--- src/tsl_pkg.sv ---
// package: constants and carrier types of the t1 status lamp block
package tsl_pkg;

  // timing
  localparam int CLK_HZ         = 100_000_000;
  localparam int ALARM_HOLD_MS  = 500;
  localparam int ALARM_HOLD_CYC = ALARM_HOLD_MS * (CLK_HZ / 1000);
  localparam int HOLD_W         = 26;

  // channels
  localparam int CHAN_N = 4;
  localparam int SEL_W  = 2;

  // register map, byte addresses
  localparam int         ADDR_W       = 5;
  localparam logic [4:0] OFS_CTRL     = 5'h00;
  localparam logic [4:0] OFS_STATUS   = 5'h04;
  localparam logic [4:0] OFS_IRQ_STAT = 5'h08;
  localparam logic [4:0] OFS_IRQ_CLR  = 5'h0C;
  localparam logic [4:0] OFS_IRQ_EN   = 5'h10;

  // field positions
  localparam int CTRL_SEL_LSB  = 0;
  localparam int STAT_NET_LSB  = 0;
  localparam int STAT_CHAN_LSB = 4;
  localparam int STAT_SEL_LSB  = 9;
  localparam int STAT_FOUR_BIT = 11;
  localparam int IRQ_ALARM     = 0;
  localparam int IRQ_SYNC_LOST = 1;
  localparam int IRQ_CARR_LOST = 2;
  localparam int IRQ_W         = 3;

  // reset values and answers
  localparam logic [1:0]  CTRL_SEL_RST = 2'h0;
  localparam logic [2:0]  IRQ_EN_RST   = 3'h0;
  localparam logic [31:0] RDATA_ZERO   = 32'h0000_0000;
  localparam logic [1:0]  RESP_OKAY    = 2'h0;
  localparam logic [1:0]  RESP_SLVERR  = 2'h2;

  typedef struct packed {
    logic agg_lb_local;
    logic agg_lb_remote;
    logic net_lb_local;
    logic net_lb_remote;
    logic lb_code_tx;
    logic carrier;
    logic sync;
    logic out_of_frame;
    logic bpv;
    logic yellow_rx;
    logic red_alarm;
  } tsl_net_in_type;

  typedef struct packed {
    logic lb_local;
    logic lb_remote;
    logic test_gen;
    logic tx_space;
    logic rx_space;
    logic rts;
    logic data_detect;
  } tsl_chan_in_type;

  typedef struct packed {
    logic alarm;
    logic sync;
    logic carrier;
    logic test;
  } tsl_net_lamp_type;

  typedef struct packed {
    logic chan_data_detect_lamp;
    logic chan_rts_lamp;
    logic chan_rx_space_lamp;
    logic chan_tx_space_lamp;
    logic test;
  } tsl_chan_lamp_type;

endpackage

--- src/tsl_chan_sel.sv ---
// module: selected channel status to channel lamp drive
`timescale 1ns/1ps
`default_nettype none
module tsl_chan_sel
(
  input  wire logic                       clk,
  input  wire logic                       rst_n,
  input  wire tsl_pkg::tsl_chan_in_type [tsl_pkg::CHAN_N-1:0] chans,
  input  wire logic [tsl_pkg::SEL_W-1:0]  sel,
  input  wire logic                       four_chan,
  output logic [tsl_pkg::SEL_W-1:0]       eff_sel,
  output tsl_pkg::tsl_chan_lamp_type      lamps
);

  tsl_pkg::tsl_chan_in_type c;

  // two-channel variant only reaches channels 0 and 1
  assign eff_sel = four_chan ? sel : {1'b0, sel[0]}; // RL12
  assign c       = chans[eff_sel]; // RL6

  always_ff @(posedge clk or negedge rst_n)
  begin
    if (!rst_n)
      lamps <= '0;
    else
    begin
      lamps.test <= c.lb_local | c.lb_remote | c.test_gen; // RL7
      lamps.chan_tx_space_lamp    <= c.tx_space; // RL8
      lamps.chan_rx_space_lamp    <= c.rx_space; // RL9
      lamps.chan_rts_lamp         <= c.rts; // RL10
      lamps.chan_data_detect_lamp <= c.data_detect; // RL11
    end
  end

endmodule // tsl_chan_sel
`default_nettype wire

--- src/tsl_hold_timer.sv ---
// module: retriggerable hold timer that stretches a level
`timescale 1ns/1ps
`default_nettype none
module tsl_hold_timer
#(
  parameter int          W    = 26,
  parameter logic [W-1:0] HOLD = '1
)
(
  input  wire logic clk,
  input  wire logic rst_n,
  input  wire logic trig,
  output logic      active
);

  logic [W-1:0] cnt_r;

  // any trigger reloads, so the output ends HOLD cycles after the last
  always_ff @(posedge clk or negedge rst_n)
  begin
    if (!rst_n)
      cnt_r <= '0;
    else if (trig)
      cnt_r <= HOLD; // RL13
    else if (cnt_r != '0)
      cnt_r <= cnt_r - W'(1);
  end

  assign active = (cnt_r != '0);

endmodule // tsl_hold_timer
`default_nettype wire

--- src/tsl_status_lamps.sv ---
// module: t1 mux front panel lamp logic with axi4-lite registers
//
// Summary of operation
// (RL1) Network test lamp lights in any aggregate or network loopback.
// (RL2) Network test lamp also lights while sending a loopback code.
// (RL3) Carrier lamp follows detected receive carrier on the line.
// (RL4) Sync lamp follows framer synchronisation with the remote unit.
// (RL5) Alarm lamp lights half a second on frame, bipolar or alarm fault.
// (RL6) Channel lamps show only the one operator-selected channel.
// (RL7) Channel test lamp lights in channel loopback or test generation.
// (RL8) Channel transmit lamp lights while transmit data is space.
// (RL9) Channel receive lamp lights while receive data is space.
// (RL10) Channel request-to-send lamp follows the channel RTS input.
// (RL11) Channel carrier-detect lamp follows the data-detect function.
// (RL12) Selector reaches four channels, or two on the small variant.
// (RL13) Alarm hold counter restarts on each alarm, ends after the last.
//
// Local design decisions: the register addresses and the AXI4-Lite slave port.
`timescale 1ns/1ps
`default_nettype none
module tsl_status_lamps
#(
  parameter int HOLD_CYCLES = tsl_pkg::ALARM_HOLD_CYC
)
(
  input  wire logic                         CLK,
  input  wire logic                         RESET_N,
  input  wire logic                         FOUR_CHAN_VARIANT,
  input  wire tsl_pkg::tsl_net_in_type      NET_IN,
  input  wire tsl_pkg::tsl_chan_in_type [tsl_pkg::CHAN_N-1:0] CHAN_IN,
  output tsl_pkg::tsl_net_lamp_type         NET_LAMPS,
  output tsl_pkg::tsl_chan_lamp_type        CHAN_LAMPS,
  output logic                              IRQ,
  input  wire logic [tsl_pkg::ADDR_W-1:0]   S_AXI_AWADDR,
  input  wire logic                         S_AXI_AWVALID,
  output logic                              S_AXI_AWREADY,
  input  wire logic [31:0]                  S_AXI_WDATA,
  input  wire logic [3:0]                   S_AXI_WSTRB,
  input  wire logic                         S_AXI_WVALID,
  output logic                              S_AXI_WREADY,
  output logic [1:0]                        S_AXI_BRESP,
  output logic                              S_AXI_BVALID,
  input  wire logic                         S_AXI_BREADY,
  input  wire logic [tsl_pkg::ADDR_W-1:0]   S_AXI_ARADDR,
  input  wire logic                         S_AXI_ARVALID,
  output logic                              S_AXI_ARREADY,
  output logic [31:0]                       S_AXI_RDATA,
  output logic [1:0]                        S_AXI_RRESP,
  output logic                              S_AXI_RVALID,
  input  wire logic                         S_AXI_RREADY
);

  localparam logic [tsl_pkg::HOLD_W-1:0] HOLD_LEN =
    tsl_pkg::HOLD_W'(HOLD_CYCLES);

  logic                            strap_done_r;
  logic                            four_chan_r;
  logic [tsl_pkg::SEL_W-1:0]       sel_r;
  logic [tsl_pkg::SEL_W-1:0]       eff_sel;
  logic                            net_test_r;
  logic                            net_carrier_r;
  logic                            net_sync_r;
  logic                            alarm_cond;
  logic                            alarm_lamp;
  logic                            alarm_q_r;
  logic                            sync_q_r;
  logic                            carr_q_r;
  logic [tsl_pkg::IRQ_W-1:0]       irq_ev;
  logic [tsl_pkg::IRQ_W-1:0]       irq_stat_r;
  logic [tsl_pkg::IRQ_W-1:0]       irq_en_r;
  logic [tsl_pkg::IRQ_W-1:0]       irq_clr;
  logic                            aw_done_r;
  logic                            w_done_r;
  logic [tsl_pkg::ADDR_W-1:0]      awaddr_r;
  logic [31:0]                     wdata_r;
  logic [3:0]                      wstrb_r;
  logic                            wr_go;
  logic [tsl_pkg::ADDR_W-1:0]      waddr;
  logic [tsl_pkg::ADDR_W-1:0]      raddr;
  logic                            wr_map;
  logic                            wr_ctrl;
  logic                            wr_clr;
  logic                            wr_en;
  logic                            rd_go;
  logic [31:0]                     rd_data;
  logic                            rd_map;
  logic [tsl_pkg::HOLD_W-1:0]      since_r;

  // variant strap is caught on the first clock after reset release
  always_ff @(posedge CLK or negedge RESET_N)
  begin
    if (!RESET_N)
    begin
      strap_done_r <= 1'b0;
      four_chan_r  <= 1'b0;
    end
    else if (!strap_done_r)
    begin
      strap_done_r <= 1'b1;
      four_chan_r  <= FOUR_CHAN_VARIANT; // RL12
    end
  end

  // network lamps
  always_ff @(posedge CLK or negedge RESET_N)
  begin
    if (!RESET_N)
    begin
      net_test_r    <= 1'b0;
      net_carrier_r <= 1'b0;
      net_sync_r    <= 1'b0;
    end
    else
    begin
      net_test_r <= NET_IN.agg_lb_local | NET_IN.agg_lb_remote // RL1
                  | NET_IN.net_lb_local | NET_IN.net_lb_remote
                  | NET_IN.lb_code_tx; // RL2
      net_carrier_r <= NET_IN.carrier; // RL3
      net_sync_r    <= NET_IN.sync; // RL4
    end
  end

  assign alarm_cond = NET_IN.out_of_frame | NET_IN.bpv // RL5
                    | NET_IN.yellow_rx | NET_IN.red_alarm;

  tsl_hold_timer
  #(
    .W    (tsl_pkg::HOLD_W),
    .HOLD (HOLD_LEN)
  )
  u_alarm_hold
  (
    .clk    (CLK),
    .rst_n  (RESET_N),
    .trig   (alarm_cond),
    .active (alarm_lamp)
  );

  assign NET_LAMPS.test    = net_test_r;
  assign NET_LAMPS.carrier = net_carrier_r;
  assign NET_LAMPS.sync    = net_sync_r;
  assign NET_LAMPS.alarm   = alarm_lamp; // RL5

  tsl_chan_sel u_chan_sel
  (
    .clk       (CLK),
    .rst_n     (RESET_N),
    .chans     (CHAN_IN),
    .sel       (sel_r),
    .four_chan (four_chan_r),
    .eff_sel   (eff_sel),
    .lamps     (CHAN_LAMPS)
  );

  // interrupt events: alarm onset, loss of sync, loss of carrier
  always_ff @(posedge CLK or negedge RESET_N)
  begin
    if (!RESET_N)
    begin
      alarm_q_r <= 1'b0;
      sync_q_r  <= 1'b0;
      carr_q_r  <= 1'b0;
    end
    else
    begin
      alarm_q_r <= alarm_lamp;
      sync_q_r  <= NET_IN.sync;
      carr_q_r  <= NET_IN.carrier;
    end
  end

  assign irq_ev[tsl_pkg::IRQ_ALARM]     = alarm_lamp & ~alarm_q_r;
  assign irq_ev[tsl_pkg::IRQ_SYNC_LOST] = sync_q_r & ~NET_IN.sync;
  assign irq_ev[tsl_pkg::IRQ_CARR_LOST] = carr_q_r & ~NET_IN.carrier;
  assign irq_clr = wr_clr ? wdata_r[tsl_pkg::IRQ_W-1:0] : '0;

  // a new event in the clearing cycle survives the clear
  always_ff @(posedge CLK or negedge RESET_N)
  begin
    if (!RESET_N)
      irq_stat_r <= '0;
    else
      irq_stat_r <= (irq_stat_r & ~irq_clr) | irq_ev;
  end

  assign IRQ = |(irq_stat_r & irq_en_r);

  // axi4-lite write: address and data taken in either order
  assign S_AXI_AWREADY = !aw_done_r && !S_AXI_BVALID;
  assign S_AXI_WREADY  = !w_done_r && !S_AXI_BVALID;
  assign wr_go         = aw_done_r && w_done_r && !S_AXI_BVALID;
  assign waddr         = {awaddr_r[tsl_pkg::ADDR_W-1:2], 2'b00};

  always_ff @(posedge CLK or negedge RESET_N)
  begin
    if (!RESET_N)
    begin
      aw_done_r <= 1'b0;
      awaddr_r  <= '0;
    end
    else if (wr_go)
      aw_done_r <= 1'b0;
    else if (S_AXI_AWVALID && S_AXI_AWREADY)
    begin
      aw_done_r <= 1'b1;
      awaddr_r  <= S_AXI_AWADDR;
    end
  end

  always_ff @(posedge CLK or negedge RESET_N)
  begin
    if (!RESET_N)
    begin
      w_done_r <= 1'b0;
      wdata_r  <= tsl_pkg::RDATA_ZERO;
      wstrb_r  <= 4'h0;
    end
    else if (wr_go)
      w_done_r <= 1'b0;
    else if (S_AXI_WVALID && S_AXI_WREADY)
    begin
      w_done_r <= 1'b1;
      wdata_r  <= S_AXI_WDATA;
      wstrb_r  <= S_AXI_WSTRB;
    end
  end

  // read-only registers accept writes silently
  assign wr_map = (waddr == tsl_pkg::OFS_CTRL)
               || (waddr == tsl_pkg::OFS_STATUS)
               || (waddr == tsl_pkg::OFS_IRQ_STAT)
               || (waddr == tsl_pkg::OFS_IRQ_CLR)
               || (waddr == tsl_pkg::OFS_IRQ_EN);
  assign wr_ctrl = wr_go && wstrb_r[0] && (waddr == tsl_pkg::OFS_CTRL);
  assign wr_clr  = wr_go && wstrb_r[0] && (waddr == tsl_pkg::OFS_IRQ_CLR);
  assign wr_en   = wr_go && wstrb_r[0] && (waddr == tsl_pkg::OFS_IRQ_EN);

  always_ff @(posedge CLK or negedge RESET_N)
  begin
    if (!RESET_N)
    begin
      S_AXI_BVALID <= 1'b0;
      S_AXI_BRESP  <= tsl_pkg::RESP_OKAY;
    end
    else if (wr_go)
    begin
      S_AXI_BVALID <= 1'b1;
      S_AXI_BRESP  <= wr_map ? tsl_pkg::RESP_OKAY : tsl_pkg::RESP_SLVERR;
    end
    else if (S_AXI_BREADY)
      S_AXI_BVALID <= 1'b0;
  end

  // the selector is stored as written; the variant clamp acts downstream
  always_ff @(posedge CLK or negedge RESET_N)
  begin
    if (!RESET_N)
      sel_r <= tsl_pkg::CTRL_SEL_RST;
    else if (wr_ctrl)
      sel_r <= wdata_r[tsl_pkg::CTRL_SEL_LSB +: tsl_pkg::SEL_W]; // RL6
  end

  always_ff @(posedge CLK or negedge RESET_N)
  begin
    if (!RESET_N)
      irq_en_r <= tsl_pkg::IRQ_EN_RST;
    else if (wr_en)
      irq_en_r <= wdata_r[tsl_pkg::IRQ_W-1:0];
  end

  // axi4-lite read: one cycle from address to data
  assign S_AXI_ARREADY = !S_AXI_RVALID;
  assign rd_go         = S_AXI_ARVALID && S_AXI_ARREADY;
  assign raddr         = {S_AXI_ARADDR[tsl_pkg::ADDR_W-1:2], 2'b00};

  always_comb
  begin
    rd_data = tsl_pkg::RDATA_ZERO;
    rd_map  = 1'b1;
    unique case (raddr)
      tsl_pkg::OFS_CTRL:
        rd_data[tsl_pkg::CTRL_SEL_LSB +: tsl_pkg::SEL_W] = sel_r;
      tsl_pkg::OFS_STATUS:
      begin
        rd_data[tsl_pkg::STAT_NET_LSB +: 4]  = NET_LAMPS;
        rd_data[tsl_pkg::STAT_CHAN_LSB +: 5] = CHAN_LAMPS;
        rd_data[tsl_pkg::STAT_SEL_LSB +: tsl_pkg::SEL_W] = eff_sel;
        rd_data[tsl_pkg::STAT_FOUR_BIT]      = four_chan_r;
      end
      tsl_pkg::OFS_IRQ_STAT:
        rd_data[tsl_pkg::IRQ_W-1:0] = irq_stat_r;
      tsl_pkg::OFS_IRQ_EN:
        rd_data[tsl_pkg::IRQ_W-1:0] = irq_en_r;
      tsl_pkg::OFS_IRQ_CLR:
        rd_data = tsl_pkg::RDATA_ZERO;
      default:
        rd_map = 1'b0;
    endcase
  end

  always_ff @(posedge CLK or negedge RESET_N)
  begin
    if (!RESET_N)
    begin
      S_AXI_RVALID <= 1'b0;
      S_AXI_RDATA  <= tsl_pkg::RDATA_ZERO;
      S_AXI_RRESP  <= tsl_pkg::RESP_OKAY;
    end
    else if (rd_go)
    begin
      S_AXI_RVALID <= 1'b1;
      S_AXI_RDATA  <= rd_data;
      S_AXI_RRESP  <= rd_map ? tsl_pkg::RESP_OKAY : tsl_pkg::RESP_SLVERR;
    end
    else if (S_AXI_RREADY)
      S_AXI_RVALID <= 1'b0;
  end

  // helper: cycles since the last alarm condition, saturating
  always_ff @(posedge CLK or negedge RESET_N)
  begin
    if (!RESET_N)
      since_r <= '1;
    else if (alarm_cond)
      since_r <= tsl_pkg::HOLD_W'(1);
    else if (since_r != '1)
      since_r <= since_r + tsl_pkg::HOLD_W'(1);
  end
endmodule // tsl_status_lamps
`default_nettype wire

--- config.mk ---
export PLATFORM = sky130hd
export DESIGN_NAME = tsl_status_lamps
export DESIGN_NICKNAME = d
export VERILOG_FILES = /design/src/tsl_pkg.sv /design/src/tsl_chan_sel.sv /design/src/tsl_hold_timer.sv /design/src/tsl_status_lamps.sv
export SDC_FILE = /design/constraint.sdc
export NUM_CORES = 1
export LEC_CHECK = 0
export BUFFER_PORTS_ARGS = -buffer_cell sky130_fd_sc_hd__buf_2
export CORE_MARGIN = 5
export CORE_UTILIZATION = 25
export DETAILED_ROUTE_END_ITERATION = 10
export GPL_ROUTABILITY_DRIVEN = 0
export PLACE_DENSITY = 0.52
export SYNTH_ARGS = -nofsm -noshare
export SYNTH_HDL_FRONTEND = slang
export SYNTH_HIERARCHICAL = 1
export SYNTH_SLANG_ARGS = --single-unit
export TNS_END_PERCENT = 30
--- constraint.sdc ---
create_clock -name CLK -period 2.69 [get_ports CLK]
set_input_delay 0.269 -clock CLK [delete_from_list [all_inputs] [get_ports CLK]]
set_output_delay 0.269 -clock CLK [all_outputs]
set_load 0.05 [all_outputs]
Yosys cells after proc, flatten, opt, wreduce, memory -nomap -nowiden. Cells that the tools add are included.

Bits in registers: 74. Input port bits: 93. Output and inout bits: 51. Logic and storage cells: 106.

Add/sub/neg operators: 1. Magnitude comparators: 1. Equality and inequality tests: 8. Multiplexer cells: 20. Bitwise logic cells: 20. Reduce and logical (&&, ||, !) cells: 31.

Operators with widths (number): $mux 26 (2); $reduce_bool 26->1 (1); $sub 26x1->26 const B (1); $bmux 7 s2 (1); $eq 3x2->1 const B (4); $logic_and 1x1->1 (11); $logic_not 5->1 (2); $reduce_bool 2->1 (5); $mux 1 (9); $mux 9 (1); $or 1x1->1 (9); $pmux 2 s4 (1); $mux 7 (1); $and 3x3->3 (2); $eq 3x1->1 const B (2); $eq 3x3->1 const B (2); $mux 2 (3); $reduce_or 5->1 (1); $logic_not 1->1 (4); $logic_or 1x1->1 (4); $not 1->1 (4); $reduce_and 2->1 (2); $and 1x1->1 (3); $lt 2x3->1 const B (1); 5 further kinds (5).

Logic depth before layout (Yosys ltp). Gate-level depths: netlist (run 1).

Depth after elaboration: 8. Gate-level depth with buffers: 8. Gate-level depth less buffers: 7.

Cells and area by module. The synthesis (run 1) kept the hierarchy.

By module, submodules not included: tsl_status_lamps (instances 1, cells an instance 158, area an instance 1854.3 sq um, sequential area each 975.9 sq um); tsl_hold_timer (instances 1, cells an instance 150, area an instance 1428.9 sq um, sequential area each 650.6 sq um); tsl_chan_sel (instances 1, cells an instance 19, area an instance 302.8 sq um, sequential area each 125.1 sq um).

Least setup slack after synthesis (run 1). Ideal clock, no wire load.

Path kind: flip-flop to output port. From: reg u_alarm_hold.cnt_r[20]. To: out NET_LAMPS[3] in the netlist's numbering. Arrival time: 2096 ps. Required time: 2421 ps. Slack: 325 ps. Cell stages (with the launch flop): 7. Path buffers: 2. Cell sequence: dfrtp_1 > or4_4 > or4_4 > nor3_4 > buf_4 > inv_1 > buf_4.

Word-level cells in the longest chain between the ends: 1.

RTL lines: start, declared (line tsl_hold_timer.sv:16) `logic [W-1:0] cnt_r;`; start signal, assigned (line tsl_hold_timer.sv:26) `cnt_r <= cnt_r - W'(1);`; $reduce_bool 26->1 (line tsl_hold_timer.sv:29) `assign active = (cnt_r != '0);`; end, declared (line tsl_status_lamps.sv:31) `output tsl_pkg::tsl_net_lamp_type NET_LAMPS,`.

No other way between the ends.

==> impl_results.md, run 1 <==
- CTS clk-pin slew, worst paths: roughly 50 ps
- RSZ-0062 raised after global routing: false
- CP Launch Point: u_alarm_hold/cnt_r[20]
- Synth Flop Type: dfrtp_1
- Largest net degree at the start of global routing: 32
- Num Clock Sinks: 70
- Num rows: 43
- Area Growth Syn to Fin: 23.62%
- Hold Path Class: input port to async pin
- Design area: 4433 um2
- Status: finished clean
- Hold-fix buffers, CTS: 0
- Peak VDD IR: 0.7920 mV
- Worst r2r path cells: 5
- Max Fclk: 392.9 MHz
- Worst Path Max Fanout: 8
- Fin. Hold Viols: 0
- Normalized max-slew margin: 48.83%
- I/O pin total: 144
- CP required: 2420 ps
- Async set-reset flop share out of synthesis: 100.0%
- Die H: 129.8 um
- Post-DR wirelength/cell: 14.23 um
- Startpoint types: flop
- PortBufs: 85
- Crit path time final: 2545 ps
- Final setup skew: ~5.4 ps
- Number of fill cells: 1448
- Max clock buf depth: 2
- Uppermost layer routed: met4
- Setup-failing EPs final: 0
- H-tree depth: 3
- Post-synthesis compound-gate area fraction: a little under an eighth
- Kind of critical path: flop to output port
- R2r setup slk: ~380 ps
- Worst EP arrival: 2280 ps
- Routed WL: roughly 8.5 mm
- All-Layer GR Usage: 10.31%
- P_leak: roughly 2.0 nW
- Initial antenna violation count: 0
- Area taken by multi-input logic gates: 1607 um2
- Period utilization: around 95%
- Placed inst area: about 4100 um2
- Grt total ovfl: 0
- Warnings, synthesis: 6
- Largest family of logic cells by synthesized area: simple AND/OR/NAND/NOR gates
- Post-route DRC: 0
- Core region area: about 14000 um2
- Register area: 1752 um2
- Metal2 WL: 4.202 mm
- Vias: 2753
- Met3 WL: 314 um
- Max_cap viols: 0
- Die width: 129.8 um
- Syn_area_per_cell: 10.97 um2
- #FFs+latches synth: 70
- Area share of and/or/nand/nor cells after synthesis: 20.24%
- Cells after Synth: 327
- Sequential fraction of the synthesis area: about 49%
- Cell area after synthesis: 3586 um2
- Pwr Density: 820.3 nW/um2
- Final net count: 509
- FF-to-FF Start: u_alarm_hold/cnt_r[2]
- Post-synthesis mux area share: a little under a tenth
- Dpl hpwl: 6.357 mm
- Critical Path Sink Type: output port
- Share of cells above drive strength 1: between 30 and 40%
- CTS buffer count: 9
- Detailed Routing Iterations Pass 1: 4
- Sum of negative setup slack: 0 ps
- Via/cell ratio: 4.596
- M1 WL: 3.851 mm
- Diodes inserted: 0
- Clock root cell: clkbuf_16
- CTS tree: yes
- RR Endpoint: u_alarm_hold/cnt_r[23]
- Synth cell types: 56
- Post-synthesis xor/xnor area fraction: less than 1%
- DIE AREA: 16840 um2
- Vias in the first global route: 2716
- Starting DRT DRC Count: 140
- Synth Area in Adders: 0.3489%
- Number of flops mapped to enable cells by yosys: 0
- Worst-skew pair later-pin latency: about 330 ps
- Worst slew pin tran: approximately 770 ps
- First-pass GRT wire length: about 14 mm
- Setup crit end: NET_LAMPS[3]
- Initial core utilization: between 20% and 30%
- Routed Antenna Nets: 0
- Slew Limit Fails: 0
## power breakdown
| part | switching, mW | internal (mW) | total, mW | leakage [nW] |
|---|---|---|---|---|
| Clock | 0.434 | 0.730 | 1.16 | 0.148 |
| Combinational | 0.661 | 0.369 | 1.03 | 1.02 |
| Sequential | 0.203 | 1.24 | 1.44 | 0.831 |
| Total | 1.30 | 2.34 | 3.64 | 2.00 |
## state kept, by name, summed over array words and instances, names as in the netlist, 2 cells and up
register,count
u_alarm_hold/cnt_r,26
S_AXI_RDATA,12
u_chan_sel/lamps,5
awaddr_r,3
irq_en_r,3
irq_stat_r,3
wdata_r,3
sel_r,2
## cell usage after synthesis (3+ instances only)
cell,count,area [um2]
buf_4,28,210.2
mux2_2,13,146.4
or3_1,8,50.05
a22o_1,9,78.83
nor4bb_1,5,50.05
mux4_2,4,90.09
a31oi_1,3,18.77
or4_1,9,67.56
inv_1,12,45.04
o31ai_1,7,52.55
nor4_1,12,75.07
o21ai_0,20,100.1
mux2_4,3,45.04
clkbuf_1,7,26.28
nor3_1,5,25.02
nand3_1,6,30.03
nor2_1,23,86.33
mux2i_1,6,60.06
a21oi_1,10,50.05
dfrtp_1,70,1752
nor2b_1,7,43.79
a211oi_1,4,30.03
nand4b_1,3,26.28
nand2_1,12,45.04
## layer usage
metal  vias to the layer above  track usage, %
met4                         0           3.423
li1                       1336               -
met3                        11           3.029
met5                         -               0
met2                        55           15.74
met1                      1351           14.05
## final cells by class
class | instances | area share [%]
well taps | 180 | 5.080
multi-input cells | 227 | 36.24
inverters | 12 | 1.016
repair buffers | 95 | 11.63
clock buffers | 10 | 5.391
clock inverters | 5 | 1.129
flip-flops and latches | 70 | 39.51
## metrics by stage
stage / hold slack [ps] / util [%] / total power, mW / setup slack (ps) / cells
finish: 13.39 / 31.69 / 3.636 / 144.8 / 599
global route: 45.05 / 31.69 / 3.835 / 45.82 / 599
CTS: 35.08 / 31.65 / 3.691 / 47.65 / 599
detailed placement: 392.1 / 29.56 / 2.505 / 320.9 / 584
global placement: 391.6 / 29.56 / 2.484 / 337.0 / 584
floorplan: -26.59 / - / 2.255 / 324.7 / 348
## worst min-delay path by stage
stage | startpoint | endpoint | slack, ps | cells after the start
2_1_floorplan | RESET_N | S_AXI_BRESP[1] | -30 | 0
3_3_place_gp | RESET_N | S_AXI_RDATA[5] | 390 | 1
3_5_place_dp | RESET_N | u_chan_sel/lamps[1] | 390 | 1
4_1_cts | RESET_N | u_chan_sel/lamps[1] | 40 | 1
5_1_grt | NET_IN[5] | carr_q_r | 50 | 1
6_report | RESET_N | u_chan_sel/lamps[1] | 10 | 1
## kinds of logic after synthesis
group,after synthesis
AOI/OAI and AO/OA,62
xor gates and xnor gates,3
adders and majority gates,1
buffers and inverters,51
DFF,70
muxes,26
other,2
and+or+nand+nor,112
## timing repair
item / CTS / global route
setup buffers: 0 / 0
pin swaps: 0 / 1
endpoints found under the setup margin: 1 / 1
gates resized for setup: 2 / 1
## cell usage in the layout, fill, tap and decap left out, types with 2 or more instances in the layout
master     synthesis  layout
mux4_2             4       4
o31ai_1            7       7
dfrtp_1           70      70
a22o_1             9       9
buf_4             28      10
a211oi_1           4       4
xor2_1             2       2
a21oi_1           10      10
or4_1              9       9
nand3_1            6       6
nor3_1             5       5
nor2_1            23      23
clkbuf_16          0       9
nand3b_1           2       2
and2b_1            2       2
nand2b_1           2       2
mux2i_1            6       6
clkinv_2           0       4
o21a_1             2       2
a31oi_1            3       3
nor4_1            12      11
nor2b_1            7       7
nand2_1           12      12
nor4bb_1           5       5
mux2_2            13      13
conb_1             2      23
buf_2              1      84
or3_1              8       8
nand4b_1           3       3
mux2_4             3       3
o21ai_0           20      20
inv_1             12      11
o211ai_1           2       2
or4_4              2       2
## worst max-delay path, stage by stage, from the launching register on
cell and delay, ps:
dfrtp_1 400, or4_4 570, or4_4 470, nor3_4 170
inv_2 120, buf_4 210
Note: power is estimated with default switching activity, not from simulation.
==> inputs of run 2 (changes only) <==
Settings changed: CTS_CLUSTER_SIZE from default to 12, SYNTH_HIERARCHICAL 1 to default.
==> impl_results.md, run 2 <==
- Core region area: 13300 um2
- Routed WL: 8.112 mm
- Most common cell after layout, fill and taps aside: buf_2
- DIE AREA: 16010 um2
- Largest net degree at the start of global routing: 32
- Period utilization: between 80% and 90%
- Sequential fraction of the synthesis area: 51.58%
- Kind of critical path: flop to output port
- Commonest non-fill, non-tap cells in the layout: 85 x buf_2, 70 x dfrtp_1, 27 x nand2_1
- Die width: 126.5 um
- Uppermost layer routed: met5
- Worst slew pin tran: 511.8 ps
- Dpl hpwl: just over 6 mm
- Die H: 126.5 um
- Placed Instances: 580
- Final Total Pwr: between 3 and 4 mW
- Worst path slowest cell: nor4_2
- Status: finished clean
- Grt total ovfl: 0
- Initial antenna violation count: 1
- Max clock buf depth: 2
- Top flop regs: u_alarm_hold.cnt_r: 26 flops, S_AXI_RDATA: 12 flops, u_chan_sel.lamps: 5 flops
- Setup-failing EPs final: 0
- Vias: roughly 2700
- Fin. Hold Viols: 0
- #FFs+latches synth: 70
- Routed Antenna Nets: 0
- Area leader, netlist: dfrtp_1
- Area Growth Syn to Fin: 26.86%
- Max reg flops: 26
- Final setup skew: 9.112 ps
- Setup Fix Bufs, Post-CTS: 0
- Worst-skew pair later-pin latency: 330 ps
- Number of flops mapped to enable cells by yosys: 0
- Slew Limit Fails: 0
- Crit path time final: 2411 ps
- I/O pin total: 144
- Share of cells above drive strength 1: 32.78%
- Max Fclk: 414.8 MHz
- Biggest register: u_alarm_hold.cnt_r
- M1 WL: around 3.5 mm
- Synth cell types: 45
- Hold Path Class: input port to flop
- Largest cells by area after synthesis: dfrtp_1 52%, buf_4 5.7%, mux2_2 5.0%
- Sum of negative setup slack: 0 ps
- CP cell instances: nor4_2, nand3_2, nor2_1, inv_1, buf_2
- Max_cap viols: 0
- Most common library cells after synthesis: 70 x dfrtp_1, 27 x nand2_1, 26 x buf_4
- H-tree depth: 3
- P_leak: about 1.9 nW
- Metal2 WL: 3.958 mm
- CTS clk-pin slew, worst paths: 60 ps
- Diodes inserted: 0
- Async set-reset flop share out of synthesis: 100.0%
- Warnings, synthesis: 0
- CP required: 2420 ps
- Post-DR wirelength/cell: 13.59 um
- Post-route DRC: 0
- Critical Path Sink Type: output port
- Met3 WL: 617 um
- Detailed Routing Iterations Pass 1: 4
- PortBufs: 85
- Post-synth top area share: 51.58%
- Cells after Synth: around 320
- Pre-CTS setup slack: 474.8 ps
- Top-count cell post-synth: dfrtp_1
- Cell area after synthesis: around 3400 um2
- Num rows: 42
- Peak VDD IR: around 0.62 mV
- Starting DRT DRC Count: roughly 120
- Startpoint types: flop
- Via/cell ratio: 4.521
- Num Clock Sinks: 70
- Syn_area_per_cell: 10.65 um2
- Pwr Density: about 850 nW/um2
- Post-Layout Cell Count: 597
- Final net count: slightly above 500
- Vias in the first global route: 2677
- Largest stage delay, worst path: 510 ps
- All-Layer GR Usage: about 10%
- First-pass GRT wire length: 13.54 mm
- Final worst slack: 278.9 ps
- CTS buffer count: 9
- Worst EP arrival: ~2100 ps
- Normalized max-slew margin: approximately 66%
- CTS tree: yes
- Worst Path Max Fanout: 8
- RSZ-0062 raised after global routing: false
- Clock root cell: clkbuf_16
- Synth Flop Type: dfrtp_1
- Initial core utilization: between 20 and 30%
==> run 2: power breakdown <==
part / switching (mW) / internal (mW)
clock: 0.459 / 0.724
combinational: 0.707 / 0.339
sequential: 0.188 / 1.25
total: 1.35 / 2.31
==> run 2: worst max-delay path: cells and delay by family, from the launching register on <==
family	cells	cell delay, ps
flops	1	410
buf+inv	2	380
simple gates	3	1020
==> run 2: layout make-up <==
cell class / instances / area, um2
timing repair buffer: 98 / 525.5
sequential: 70 / 1752
clock buffer: 10 / 229.0
tap: 176 / 220.2
multi-input combinational: 229 / 1483
clock inverter: 6 / 68.82
inverter: 8 / 30.03
fill: 1384 / 8987
==> run 2: worst paths after layout <==
| path | startpoint | to | slack (ps) | cells after the start |
|---|---|---|---|---|
| worst max-delay path | u_alarm_hold.cnt_r[10] | NET_LAMPS[3] | 280 | 5 |
| worst min-delay path | NET_IN[4] | sync_q_r | 50 | 1 |
| worst max register to register | u_alarm_hold.cnt_r[10] | u_alarm_hold.cnt_r[13] | 570 | 5 |
| worst min register to register | alarm_q_r | irq_stat_r[0] | 440 | 1 |
| max in group asynchronous | RESET_N | sel_r[1] | 1660 | 3 |
| min in group asynchronous | RESET_N | u_alarm_hold.cnt_r[15] | 340 | 2 |
==> run 2: layer usage <==
metal / track usage [%] / up-vias
met5: 0 / -
met4: 2.271 / 2
met3: 4.203 / 7
met2: 16.91 / 86
met1: 12.94 / 1304
li1: - / 1300
==> run 2: stage by stage <==
step                hold WS [ps]  cell area [um2]  utilization, %
global route               36.07             4308           32.40
global placement           160.5             3995           30.05
finish                     52.79             4308           32.40
floorplan                 -26.59             3475               -
CTS                        36.62             4303           32.36
detailed placement         163.7             3995           30.05
==> run 2: what timing repair did <==
action	in CTS	in global routing
hold buffers	1	0
hold endpoints to repair	10	0
gates resized for setup	0	1
endpoints found under the setup margin	0	1
==> run 2: kinds of logic (layout without fill, tap and decap cells) <==
family          count (synthesis)  after routing  share of synthesized area (%)
flops                          70             70                          51.58
fa+ha+maj                       1              1                         0.3684
buf+inv                        41            122                          7.406
compound gates                 56             56                          11.13
other cells                     2             23                         0.2212
simple gates                  116            116                          18.02
mux                            20             20                          7.922
xor+xnor                       13             13                          3.353
==> inputs of run 3 (changes only) <==
Settings changed: HOLD_SLACK_MARGIN from default to 0.12.
==> impl_results.md, run 3 (synthesized netlist as in run 2, its figures left out) <==
- CP cell instances: nor4_2, nand3_2, nor2_1, inv_1, buf_2
- Max reg flops: 26
- Vias in the first global route: 2702
- Initial core utilization: 25.54%
- Routed WL: 8.143 mm
- First-pass GRT wire length: about 14 mm
- Largest net degree at the start of global routing: 32
- Sum of negative setup slack: 0 ps
- Psw: 1.357 mW
- Dpl hpwl: approximately 6.2 mm
- Commonest non-fill, non-tap cells in the layout: 85 x buf_2, 70 x dfrtp_1, 27 x nand2_1
- P_leak: between 1.5 and 2 nW
- Grt total ovfl: 0
- CTS tree: yes
- Clk pwr share: 32.2%
- CP delay by family, top: simple AND/OR/NAND/NOR gates
- Post-DR wirelength/cell: 13.53 um
- Setup Fix Bufs, Post-CTS: 0
- Worst Path Max Fanout: 8
- Sequential share of power: 39.2%
- Worst-skew pair later-pin latency: 330 ps
- FF-to-FF Start: u_alarm_hold.cnt_r[10]
- Diodes inserted: 0
- Worst r2r path cells: 5
- CTS clk-pin slew, worst paths: 60 ps
- Period utilization: 89.63%
- Worst Hold End: net_test_r
- CTS buffer count: 9
- Setup-failing EPs final: 0
- Largest stage delay, worst path: 510 ps
- Post-route DRC: 0
- Most common cell after layout, fill and taps aside: buf_2
- Hold wc startpoint: NET_IN[7]
- Core region area: 13300 um2
- Crit path time final: 2411 ps
- Final Total Pwr: 3.676 mW
- Startpoint types: flop
- Hold Path Class: input port to flop
- Final net count: 515
- All-Layer GR Usage: 10.41%
- Worst EP arrival: 2140 ps
- Hold Slack: 128.1 ps
- Final setup skew: 9.102 ps
- Starting DRT DRC Count: 102
- Initial antenna violation count: 1
- M1 WL: ~3.5 mm
- Max clock buf depth: 2
- Area Growth Syn to Fin: 28.33%
- Routed Antenna Nets: 0
- Biggest register: u_alarm_hold.cnt_r
- DIE AREA: 16010 um2
- Top flop regs: u_alarm_hold.cnt_r: 26 flops, S_AXI_RDATA: 12 flops, u_chan_sel.lamps: 5 flops
- RSZ-0062 raised after global routing: false
- Worst path slowest cell: nor4_2
- P_int: 2.319 mW
- Peak VDD IR: 0.6199 mV
- Worst slew pin tran: roughly 510 ps
- Combinational power share: between 20 and 30%
- Detailed Routing Iterations Pass 1: 4
- Status: finished clean
- Met3 WL: 592 um
- R2r setup slk: about 570 ps
- Metal2 WL: 3.974 mm
- Kind of critical path: flop to output port
- Via/cell ratio: 4.512
- Clock root cell: clkbuf_16
- Final worst slack: about 280 ps
- Num rows: 42
- H-tree depth: 3
- Die H: about 130 um
- PortBufs: 85
- Pwr Density: 843.5 nW/um2
- Max Fclk: 414.8 MHz
- Critical Path Sink Type: output port
- Max_cap viols: 0
- Die width: 126.5 um
- Hold path depth: 3
- Fin. Hold Viols: 0
- Normalized max-slew margin: 65.59%
- Buf+Inv Stages, Crit Path: 2
- Vias: 2716
- Net Sw Frac: 36.90%
- Uppermost layer routed: met5
- I/O pin total: 144
- Share of cells above drive strength 1: about 32%
- Num Clock Sinks: 70
- Slew Limit Fails: 0
- CP required: 2420 ps
- Pre-CTS setup slack: 474.8 ps
- RR Endpoint: u_alarm_hold.cnt_r[13]
==> run 3: changes by cell type in the layout (fill, tap and decap cells not counted), sizes merged <==
cell / before / now
dlygate4sd3: 1 / 6
==> run 3: through the flow <==
step | cells | util (%) | cell area, um2
6_report | 602 | 32.78 | 4358
5_1_grt | 602 | 32.78 | 4358
4_1_cts | 602 | 32.74 | 4353
3_5_place_dp | 580 | 30.05 | 3995
3_3_place_gp | 580 | 30.05 | 3995
2_1_floorplan | 340 | - | 3475
==> run 3: routing by layer <==
layer | GRT usage [%] | vias up
li1 | - | 1312
met4 | 2.271 | 2
met2 | 17.03 | 84
met5 | 0 | -
met3 | 4.077 | 7
met1 | 13.05 | 1311
==> run 3: cell type report <==
class / count / area (um2)
Tap cell: 176 / 220.2
Timing Repair Buffer: 103 / 575.6
Clock buffer: 10 / 229.0
Fill cell: 1379 / 8937
Inverter: 8 / 30.03
Clock inverter: 6 / 68.82
Sequential cell: 70 / 1752
Multi-Input combinational cell: 229 / 1483
==> run 3: worst max-delay path by stage <==
stage,start,to,cells past startpoint
after floorplan,S_AXI_RVALID,S_AXI_RDATA[10],4
after global placement,u_alarm_hold.cnt_r[10],u_alarm_hold.cnt_r[13],5
after detailed placement,u_alarm_hold.cnt_r[10],u_alarm_hold.cnt_r[13],5
after CTS,u_alarm_hold.cnt_r[10],NET_LAMPS[3],5
after global routing,u_alarm_hold.cnt_r[10],NET_LAMPS[3],5
final,u_alarm_hold.cnt_r[10],NET_LAMPS[3],5
==> run 3: tightest hold or removal path, stage by stage <==
cell	delay (ps)
buf_2	70
nor2_1	30
nand2_1	50
==> run 3: power groups by stage <==
stage	sequential, mW	combinational (mW)	clock [mW]
global route	1.47	1.13	1.28
floorplan	1.64	0.593	0
global placement	1.45	1.05	0
finish	1.44	1.05	1.18
detailed placement	1.46	1.06	0
CTS	1.44	1.07	1.23
==> run 3: what timing repair did <==
action,CTS,global route
setup endpoints to repair,0,1
hold buffers,6,0
hold endpoints to repair,17,0
resized for setup,0,1
